`src/rtl/dic_pkg.sv`:
```
// shared constants and types of the digital input conditioner
`default_nettype none

package dic_pkg;

    ////////////////////////////////////////////////////////////////////////////
    // timing
    localparam int CLK_PERIOD_NS   = 20;
    localparam int SCAN_PERIOD_NS  = 5_000_000;
    localparam int SCAN_CYCLES_DEF = (SCAN_PERIOD_NS + CLK_PERIOD_NS - 1) / CLK_PERIOD_NS;
    localparam int SCAN_MS         = 5;
    localparam int AC_EXTRA_MS     = 30;

    ////////////////////////////////////////////////////////////////////////////
    // widths
    localparam int CHANNELS_DEF = 8;
    localparam int VOLT_W       = 19;
    localparam int MV_W         = 20;
    localparam int THR_W        = 12;
    localparam int DLY_W        = 21;
    localparam int ELAPSED_W    = 22;
    localparam int CNT_W        = 32;
    localparam int ADDR_W       = 8;
    localparam int DATA_W       = 32;

    ////////////////////////////////////////////////////////////////////////////
    // scaling of 0.1 V threshold steps to the 1 mV voltage grid
    localparam logic [MV_W-1:0] MV_PER_THR    = 20'h00064;
    localparam logic [MV_W-1:0] AC_MV_PER_THR = 20'h0000a;

    ////////////////////////////////////////////////////////////////////////////
    // reset values
    localparam logic [THR_W-1:0] ACT_THR_RST = 12'h370;
    localparam logic [THR_W-1:0] REL_THR_RST = 12'h258;
    localparam logic [DLY_W-1:0] DLY_RST     = 21'h000000;
    localparam logic             POL_RST     = 1'h0;
    localparam logic             AC_RST      = 1'h0;

    ////////////////////////////////////////////////////////////////////////////
    // register map: addr[6:4] channel, addr[3:0] register
    localparam int               CH_LSB          = 4;
    localparam int               CH_W            = 3;
    localparam logic [3:0]       REG_CFG         = 4'h0;
    localparam logic [3:0]       REG_ACT_THR     = 4'h1;
    localparam logic [3:0]       REG_REL_THR     = 4'h2;
    localparam logic [3:0]       REG_ACT_DLY     = 4'h3;
    localparam logic [3:0]       REG_DROP_DLY    = 4'h4;
    localparam logic [3:0]       REG_COUNT       = 4'h5;
    localparam logic [3:0]       REG_CLEAR       = 4'h6;
    localparam logic [3:0]       REG_VOLT        = 4'h7;
    localparam logic [3:0]       REG_STATE       = 4'h8;
    localparam logic [ADDR_W-1:0] ADDR_STATUS_ALL = 8'h80;
    localparam int               CFG_POL_BIT     = 0;
    localparam int               CFG_AC_BIT      = 1;
    localparam int               CLR_BIT         = 0;
    localparam int               ST_STATUS_BIT   = 0;
    localparam int               ST_RAW_BIT      = 1;

    ////////////////////////////////////////////////////////////////////////////
    // types
    typedef enum logic {
        CLR_IDLE = 1'b0,
        CLR_DO   = 1'b1
    } dic_clr_e;

    typedef struct packed {
        logic             pol;
        logic             ac;
        logic [THR_W-1:0] actThr;
        logic [THR_W-1:0] relThr;
        logic [DLY_W-1:0] actDly;
        logic [DLY_W-1:0] dropDly;
    } dic_cfg_s;

    localparam dic_cfg_s CFG_RST = '{pol: POL_RST, ac: AC_RST, actThr: ACT_THR_RST,
                                     relThr: REL_THR_RST, actDly: DLY_RST,
                                     dropDly: DLY_RST};

endpackage : dic_pkg

`default_nettype wire

```
`src/rtl/dic_scan_tick.sv`:
```
// divider that makes the one-cycle scan enable
`default_nettype none

module dic_scan_tick
    import dic_pkg::*;
#(
    parameter int unsigned PERIOD = SCAN_CYCLES_DEF
)
(
    input  wire logic clock,
    input  wire logic rst_n,
    output var  logic tick
);

    logic [31:0] count_q;

    always_ff @(posedge clock)
    begin
        if (!rst_n)
        begin
            count_q <= 32'h00000000;
            tick    <= 1'b0;
        end
        else if (count_q >= 32'(PERIOD - 1))
        begin
            count_q <= 32'h00000000;
            tick    <= 1'b1;
        end
        else
        begin
            count_q <= count_q + 32'h00000001;
            tick    <= 1'b0;
        end
    end

endmodule : dic_scan_tick

`default_nettype wire

```
`src/rtl/dic_input_conditioner.sv`:
```
// digital input conditioner: thresholds, polarity, delays, counters, registers
//
// Contract
// polarity 0 reports energized as 1, polarity 1 as 0; default 0
// activation threshold in 0.1 V steps, default 88 V; above it activates
// with polarity 1, voltage above activation threshold deactivates the input
// release threshold default 60 V; below it releases the raw input
// 0-to-1 status change delayed by activation delay in ms, default 0
// 1-to-0 status change delayed by drop-off time in ms, default 0
// alternating supply mode adds 30 ms to deactivation; default off
// alternating supply mode uses 10 percent of activation as release threshold
// 32-bit count of status rises, reset to 0
// writing 1 to the clear control zeroes that channel's count
// measured voltage of each channel readable in mV
// each channel keeps its own thresholds
// inputs sampled and updated once every 5 ms scan
// between thresholds raw state holds; pending delay restarts on revert
//
// The strobed register port and the register offsets are this design's own decisions.
`default_nettype none

module dic_input_conditioner
    import dic_pkg::*;
#(
    parameter int unsigned CHANNELS    = CHANNELS_DEF,
    parameter int unsigned SCAN_CYCLES = SCAN_CYCLES_DEF
)
(
    input  wire logic                clock,
    input  wire logic                rst_n,
    input  wire logic [ADDR_W-1:0]   addr,
    input  wire logic [DATA_W-1:0]   wrData,
    input  wire logic                wrEn,
    input  wire logic                rdEn,
    output var  logic [DATA_W-1:0]   rdData,
    input  wire logic [VOLT_W-1:0]   voltIn [CHANNELS],
    output var  logic [CHANNELS-1:0] statusOut
);

    ////////////////////////////////////////////////////////////////////////////
    // address decode helpers

    function automatic logic [CH_W-1:0] chanOf(input logic [ADDR_W-1:0] a);
        return a[CH_LSB +: CH_W];
    endfunction : chanOf

    function automatic logic [3:0] regOf(input logic [ADDR_W-1:0] a);
        return a[3:0];
    endfunction : regOf

    function automatic logic chanHit(input logic [ADDR_W-1:0] a);
        return !a[ADDR_W-1] && (32'(chanOf(a)) < CHANNELS);
    endfunction : chanHit

    ////////////////////////////////////////////////////////////////////////////
    // scan enable

    logic scanTick;

    dic_scan_tick #(
        .PERIOD (SCAN_CYCLES)
    ) u_tick (
        .clock (clock),
        .rst_n (rst_n),
        .tick  (scanTick)
    );

    ////////////////////////////////////////////////////////////////////////////
    // per-channel state

    dic_cfg_s               cfg_q     [CHANNELS];
    logic [CHANNELS-1:0]    raw_q;
    logic [CHANNELS-1:0]    status_q;
    logic [CHANNELS-1:0]    rise_q;
    logic [CHANNELS-1:0]    clr_q;
    logic [ELAPSED_W-1:0]   elapsed_q [CHANNELS];
    logic [CNT_W-1:0]       count_q   [CHANNELS];
    logic [CHANNELS-1:0]    rawNext;
    logic [CHANNELS-1:0]    target;
    logic [CHANNELS-1:0]    expired;
    logic [MV_W-1:0]        actMv     [CHANNELS];
    logic [MV_W-1:0]        relMv     [CHANNELS];
    logic [ELAPSED_W-1:0]   need      [CHANNELS];

    ////////////////////////////////////////////////////////////////////////////
    // register writes

    logic               wrHit;
    logic [CH_W-1:0]    wrCh;

    assign wrHit = wrEn && chanHit(addr);
    assign wrCh  = chanOf(addr);

    always_ff @(posedge clock)
    begin
        if (!rst_n)
        begin
            for (int c = 0; c < CHANNELS; c++)
            begin
                cfg_q[c] <= CFG_RST;
            end
        end
        else if (wrHit)
        begin
            case (regOf(addr))
                REG_CFG:
                begin
                    cfg_q[wrCh].pol <= wrData[CFG_POL_BIT];
                    cfg_q[wrCh].ac  <= wrData[CFG_AC_BIT];
                end
                REG_ACT_THR:  cfg_q[wrCh].actThr  <= wrData[THR_W-1:0];
                REG_REL_THR:  cfg_q[wrCh].relThr  <= wrData[THR_W-1:0];
                REG_ACT_DLY:  cfg_q[wrCh].actDly  <= wrData[DLY_W-1:0];
                REG_DROP_DLY: cfg_q[wrCh].dropDly <= wrData[DLY_W-1:0];
                default:      ;
            endcase
        end
    end

    // clear command becomes a one-cycle pulse per channel
    always_ff @(posedge clock)
    begin
        if (!rst_n)
        begin
            clr_q <= '0;
        end
        else
        begin
            for (int c = 0; c < CHANNELS; c++)
            begin
                clr_q[c] <= wrHit && (32'(wrCh) == c) && (regOf(addr) == REG_CLEAR)
                            && (dic_clr_e'(wrData[CLR_BIT]) == CLR_DO);
            end
        end
    end

    ////////////////////////////////////////////////////////////////////////////
    // conditioning, one copy per channel

    for (genvar i = 0; i < CHANNELS; i++)
    begin : g_ch
        logic [MV_W-1:0] vMv;
        logic            aboveAct;
        logic            belowRel;

        assign vMv      = {1'b0, voltIn[i]};
        assign actMv[i] = {8'h00, cfg_q[i].actThr} * MV_PER_THR;
        // ac mode derives release from activation, programmed value unused
        assign relMv[i] = cfg_q[i].ac ? {8'h00, cfg_q[i].actThr} * AC_MV_PER_THR
                                      : {8'h00, cfg_q[i].relThr} * MV_PER_THR;
        assign aboveAct = vMv > actMv[i];
        assign belowRel = vMv < relMv[i];
        // hysteresis band keeps the last raw level; activation wins if misconfigured
        assign rawNext[i] = aboveAct ? 1'b1 : (belowRel ? 1'b0 : raw_q[i]);
        assign target[i]  = rawNext[i] ^ cfg_q[i].pol;  // see
        assign need[i]    = target[i] ? {1'b0, cfg_q[i].actDly}
                          : {1'b0, cfg_q[i].dropDly}
                            + (cfg_q[i].ac ? 22'(AC_EXTRA_MS) : 22'h000000);
        assign expired[i] = elapsed_q[i] >= need[i];

        always_ff @(posedge clock)
        begin
            if (!rst_n)
            begin
                raw_q[i] <= 1'b0;
            end
            else if (scanTick)
            begin
                raw_q[i] <= rawNext[i];
            end
        end

        always_ff @(posedge clock)
        begin
            if (!rst_n)
            begin
                status_q[i]  <= 1'b0;
                elapsed_q[i] <= '0;
            end
            else if (scanTick)
            begin
                if (target[i] == status_q[i])
                begin
                    elapsed_q[i] <= '0;
                end
                else if (expired[i])
                begin
                    status_q[i]  <= target[i];
                    elapsed_q[i] <= '0;
                end
                else if (elapsed_q[i] < {ELAPSED_W{1'b1}} - 22'(SCAN_MS))
                begin
                    // time is counted in whole scans, so delays resolve to 5 ms
                    elapsed_q[i] <= elapsed_q[i] + 22'(SCAN_MS);
                end
            end
        end

        always_ff @(posedge clock)
        begin
            if (!rst_n)
            begin
                rise_q[i] <= 1'b0;
            end
            else
            begin
                rise_q[i] <= scanTick && target[i] && !status_q[i] && expired[i];
            end
        end

        // a rise in the clearing cycle is kept, so the count restarts at one
        always_ff @(posedge clock)
        begin
            if (!rst_n)
            begin
                count_q[i] <= '0;
            end
            else if (rise_q[i])
            begin
                count_q[i] <= clr_q[i] ? 32'h00000001 : count_q[i] + 32'h00000001;
            end
            else if (clr_q[i])
            begin
                count_q[i] <= '0;
            end
        end

    end

    ////////////////////////////////////////////////////////////////////////////
    // register reads, answer one cycle after the strobe

    logic [CH_W-1:0] rdCh;

    assign rdCh = chanOf(addr);

    always_ff @(posedge clock)
    begin
        if (!rst_n)
        begin
            rdData <= '0;
        end
        else if (rdEn)
        begin
            rdData <= '0;
            if (addr == ADDR_STATUS_ALL)
            begin
                rdData[CHANNELS-1:0] <= status_q;
            end
            else if (chanHit(addr))
            begin
                case (regOf(addr))
                    REG_CFG:
                    begin
                        rdData[CFG_POL_BIT] <= cfg_q[rdCh].pol;
                        rdData[CFG_AC_BIT]  <= cfg_q[rdCh].ac;
                    end
                    REG_ACT_THR:  rdData[THR_W-1:0]  <= cfg_q[rdCh].actThr;
                    REG_REL_THR:  rdData[THR_W-1:0]  <= cfg_q[rdCh].relThr;
                    REG_ACT_DLY:  rdData[DLY_W-1:0]  <= cfg_q[rdCh].actDly;
                    REG_DROP_DLY: rdData[DLY_W-1:0]  <= cfg_q[rdCh].dropDly;
                    REG_COUNT:    rdData             <= count_q[rdCh];
                    REG_VOLT:     rdData[VOLT_W-1:0] <= voltIn[rdCh];
                    REG_STATE:
                    begin
                        rdData[ST_STATUS_BIT] <= status_q[rdCh];
                        rdData[ST_RAW_BIT]    <= raw_q[rdCh];
                    end
                    default:      ;
                endcase
            end
        end
    end

    // status pins mirror the status flip-flops one cycle later
    always_ff @(posedge clock)
    begin
        if (!rst_n)
        begin
            statusOut <= '0;
        end
        else
        begin
            statusOut <= status_q;
        end
    end
endmodule : dic_input_conditioner

`default_nettype wire

```
`config.mk`:
```
export PLATFORM = sky130hd
export DESIGN_NAME = dic_input_conditioner
export DESIGN_NICKNAME = d
export VERILOG_FILES = /design/src/rtl/dic_pkg.sv /design/src/rtl/dic_scan_tick.sv /design/src/rtl/dic_input_conditioner.sv
export SDC_FILE = /design/constraint.sdc
export NUM_CORES = 2
export LEC_CHECK = 0
export BUFFER_PORTS_ARGS = -buffer_cell sky130_fd_sc_hd__buf_2
export CELL_PAD_IN_SITES_DETAIL_PLACEMENT = 0
export CELL_PAD_IN_SITES_GLOBAL_PLACEMENT = 2
export CORE_MARGIN = 1.5
export CORE_UTILIZATION = 40
export CTS_CLUSTER_DIAMETER = 200
export DETAILED_ROUTE_END_ITERATION = 6
export PLACE_DENSITY_LB_ADDON = 0.05
export SLEW_MARGIN = 5
export SYNTH_ARGS = -nofsm -noshare
export SYNTH_HDL_FRONTEND = slang
export SYNTH_SLANG_ARGS = --single-unit
```
`constraint.sdc`:
```
create_clock -name clock -period 11.7 [get_ports clock]
set_input_delay 0.585 -clock clock [delete_from_list [all_inputs] [get_ports clock]]
set_output_delay 0.585 -clock clock [all_outputs]
set_load 0.01 [all_outputs]
```
==> PnR_summary.wiki <==
{| class="wikitable"
! Metric !! Value
|-
| Tightest Hold Check Type || in2reg
|-
| Crit path launch || cfg_q[6][44]
|-
| Maximum buffer depth of the clock tree || 3
|-
| Achievable frequency || 99.4 MHz
|-
| Post-synth ARST share || 0
|-
| # Post-CTS Setup Buffers || 0
|-
| Post-CTS sizing || 0
|-
| Min Clock Period, post-route || 10.06 ns
|-
| P per Cell Area || 139 mW/mm²
|-
| Maximum clock skew at final layout || 0.0242 ns
|-
| Total core area || 0.228 mm²
|-
| Max-cap violations || 0
|-
| Cell internal pwr || 8.96 mW
|-
| Worst max-slew margin expressed relative to the limit || 0.171
|-
| Number of antenna violations at the first check in global routing || 51
|-
| WHS Path Cells || 3
|-
| Worst slew pin tran || 1.24 ns
|-
| Result of the run || complete, no violations
|-
| Switching power summed over all nets || 5.11 mW
|-
| Total Negative Setup Slacks || 0 ns
|-
| Inserted Clock Buffers || 131
|-
| Drt pass-1 iters || 6
|-
| Nature of the critical path startpoint || register
|-
| Most frequent standard cell in the layout excluding fill and tap cells || sky130_fd_sc_hd__ha_1
|-
| Detailed placer's ending HPWL || 264000 µm
|-
| Most used flip-flop cell after synthesis || sky130_fd_sc_hd__edfxtp_1
|-
| Top-level I/O count || 236
|-
| Critical Path AT || 10.45 ns
|-
| Part of the power in combinational logic || 0.347
|-
| Destination of the worst register-to-register timing path || elapsed_q[1][56]
|-
| Pre-CTS WS || 1.82 ns
|-
| Quantity of I/O buffers inserted on ports || 224
|-
| Fraction of layout instances using a drive strength above 1 || 0.100
|-
| Main area contributors after synthesis || sky130_fd_sc_hd__edfxtp_1, sky130_fd_sc_hd__ha_1, sky130_fd_sc_hd__mux4_2
|-
| Critical Path Sink Type || register
|-
| Relative contribution of sequential cells to total power || 0.345
|-
| Share of total power in the clock network || 0.308
|-
| Data required time of the critical path || 12.10 ns
|-
| Register Area || 0.0314 mm²
|-
| Beginning of the worst hold path || rst_n
|-
| Clock net sink count || 1081
|-
| Endpoint with the worst hold slack || rdData[0]
|-
| Yosys Warn Count || 0
|-
| Worst-path clk slew || 0.06 ns
|-
| Wire length reported by the detailed router || 339000 µm
|-
| Number of placement rows || 175
|-
| Hold violation count in the final report || 0
|-
| Vias in the first global route || 68.8k
|-
| DIE AREA || 0.232 mm²
|-
| CTS tree || built
|-
| CP max FO || 35
|-
| Cells after Synth || 8999
|-
| Slack of the worst reg-to-reg path || 1.64 ns
|-
| RD Place Congestion || 0.922
|-
| Residual antenna-violating net count after detailed routing || 0
|-
| Post-route worst setup slack || 1.64 ns
|-
| Commonest cells after routing, fill and taps aside || sky130_fd_sc_hd__ha_1, sky130_fd_sc_hd__edfxtp_1, sky130_fd_sc_hd__nor2_1, sky130_fd_sc_hd__inv_1, sky130_fd_sc_hd__a21oi_1
|-
| Height of the chip || 482 µm
|-
| Master cell of the clock root buffer || sky130_fd_sc_hd__clkbuf_16
|-
| Via density per instance || 5.77
|-
| Startpoint of the lowest-slack register-to-register path || cfg_q[6][44]
|-
| Number of nets in the layout || 10.8k
|-
| Leak || 42.0 nW
|-
| Die X-Extent || 482 µm
|-
| Total via count after detailed routing || 71.0k
|-
| Maximum number of pins on one net before global-route repair || 112
|-
| Number of flip-flops and latches in the synthesized netlist || 1081
|-
| Overall power || 14.1 mW
|-
| Clk Latency, worst-skew pair || 0.80 ns
|-
| Slowest cell on the critical path || sky130_fd_sc_hd__o21ai_2
|-
| Remaining global-route overflow || 0
|-
| Yosys top cell area share || 0.320
|-
| Pins over their slew limit || 0
|-
| RSZ-0062 raised after global routing || false
|-
| Startpoint-to-endpoint class of the critical path || reg2reg
|-
| # DRC || 0
|-
| Fillers || 21.8k
|-
| DRC marker count from the first detailed-route iteration || 6480
|-
| Area delta synth->final || 10.3%
|-
| Global-route wire length before repair || 486000 µm
|-
| Switching power share of the total || 0.363
|-
| Worst vdd rail ir drop || 0.169 mV
|-
| Initial core utilization || 0.403
|-
| Routed length per placed instance || 27.5 µm
|-
| R2R depth || 28
|-
| Global-route usage over all layers || 0.288
|-
| Post-Syn Area || 0.0917 mm²
|-
| Critical Path Most Common Cell || sky130_fd_sc_hd__ha_1
|-
| Period Utilization, post-route || 0.860
|-
| Sequential-to-total area share from yosys stat || 0.342
|-
| Hold Buf Count CTS || 0
|-
| Area leader, netlist || sky130_fd_sc_hd__edfxtp_1
|-
| Biggest cell delay along the critical path || 0.92 ns
|-
| Count of different cell masters after synthesis || 85
|-
| Per-instance average area after synthesis || 10.2 µm²
|-
| Number of flops mapped to enable cells by yosys || 976
|-
| Final setup vio count || 0
|-
| CTS H-tree lvls || 4
|-
| Area occupied by multi-input gates || 0.0568 mm²
|}
==> sequential cells by signal, summed over array words and instances (netlist names) <==
name,count
elapsed_q,176
count_q,256
clr_q,8
raw_q,8
statusOut,8
rise_q,8
u_tick.count_q,32
rdData,32
cfg_q,544
u_tick.tick,1
status_q,8
==> cells by family (layout without fill, tap and decap cells) <==
group,count (synthesis),in the layout,synth area share
AO/OA/AOI/OAI,1382,1382,0.0922
XOR/XNOR,749,749,0.0723
adder cells (fa/ha/maj),1435,1435,0.206
buffers and inverters,988,1257,0.0411
flip-flops,1081,1081,0.342
multiplexers,459,459,0.0833
other,1,28,0.0000409
AND/OR/NAND/NOR,2904,2904,0.162
==> layer usage <==
layer | track usage | vias up | part of all wire
met5 | 0 | - | 0.00053
met4 | 0.103 | 24 | 0.040
met3 | 0.0365 | 440 | 0.060
met2 | 0.467 | 2269 | 0.46
met1 | 0.395 | 35065 | 0.44
li1 | - | 33227 | -
==> cells in the mapped netlist (125+ instances only) <==
cell                       instances
sky130_fd_sc_hd__and3_1          158
sky130_fd_sc_hd__xor2_1          398
sky130_fd_sc_hd__ha_1           1307
sky130_fd_sc_hd__a21o_1          125
sky130_fd_sc_hd__a21oi_1         485
sky130_fd_sc_hd__and2_1          415
sky130_fd_sc_hd__o21ai_0         336
sky130_fd_sc_hd__nor3_1          140
sky130_fd_sc_hd__xnor2_1         346
sky130_fd_sc_hd__nand3_1         254
sky130_fd_sc_hd__fa_1            128
sky130_fd_sc_hd__edfxtp_1        976
sky130_fd_sc_hd__nor2_1          784
sky130_fd_sc_hd__nand4_1         139
sky130_fd_sc_hd__clkbuf_1        260
sky130_fd_sc_hd__or3_1           172
sky130_fd_sc_hd__mux4_2          242
sky130_fd_sc_hd__mux2i_1         205
sky130_fd_sc_hd__inv_1           652
sky130_fd_sc_hd__nand2_1         460
==> metrics by stage <==
| stage | area (µm²) | hold WS (ns) | util | instances |
|---|---|---|---|---|
| global route | 101000 | 0.0521 | 0.444 | 12298 |
| CTS | 101000 | 0.0361 | 0.444 | 12290 |
| floorplan | 91800 | 0.413 | - | 9012 |
| finish | 101000 | 0.0832 | 0.444 | 12304 |
| detailed placement | 96700 | 0.440 | 0.425 | 12050 |
| global placement | 96700 | 0.424 | 0.425 | 12050 |
==> worst max path at each step <==
stage,endpoint,cells past startpoint
after floorplan,elapsed_q[0][44],29
after global placement,elapsed_q[1][64],28
after detailed placement,elapsed_q[1][62],28
after CTS,elapsed_q[1][55],28
after global routing,elapsed_q[1][55],28
final,elapsed_q[1][56],28
==> layout make-up <==
class / count / area share
timing repair buffer: 358 / 0.0216
antenna: 14 / 0.000346
sequential: 1081 / 0.310
clock inverter: 66 / 0.00757
clock buffer: 174 / 0.0365
inverter: 659 / 0.0245
tap: 3009 / 0.0372
multi-input combinational: 6943 / 0.562
==> critical path, delay by kind of cell (launching register included) <==
family	cells	cell delay [ns]
AOI/OAI and AO/OA	14	4.88
adders and majority gates	6	2.16
DFF	1	0.50
and+or+nand+nor	6	1.07
xor gates and xnor gates	2	1.02
==> power by group through the flow <==
stage	Sequential, mW	Clock, mW	Combinational [mW]
2_1_floorplan	4.76	0	3.37
4_1_cts	4.85	4.40	4.87
6_report	4.85	4.33	4.89
3_3_place_gp	4.93	0	4.76
5_1_grt	4.88	4.54	5.44
3_5_place_dp	4.93	0	4.83
No activity file was read; power rests on OpenSTA's default activity.
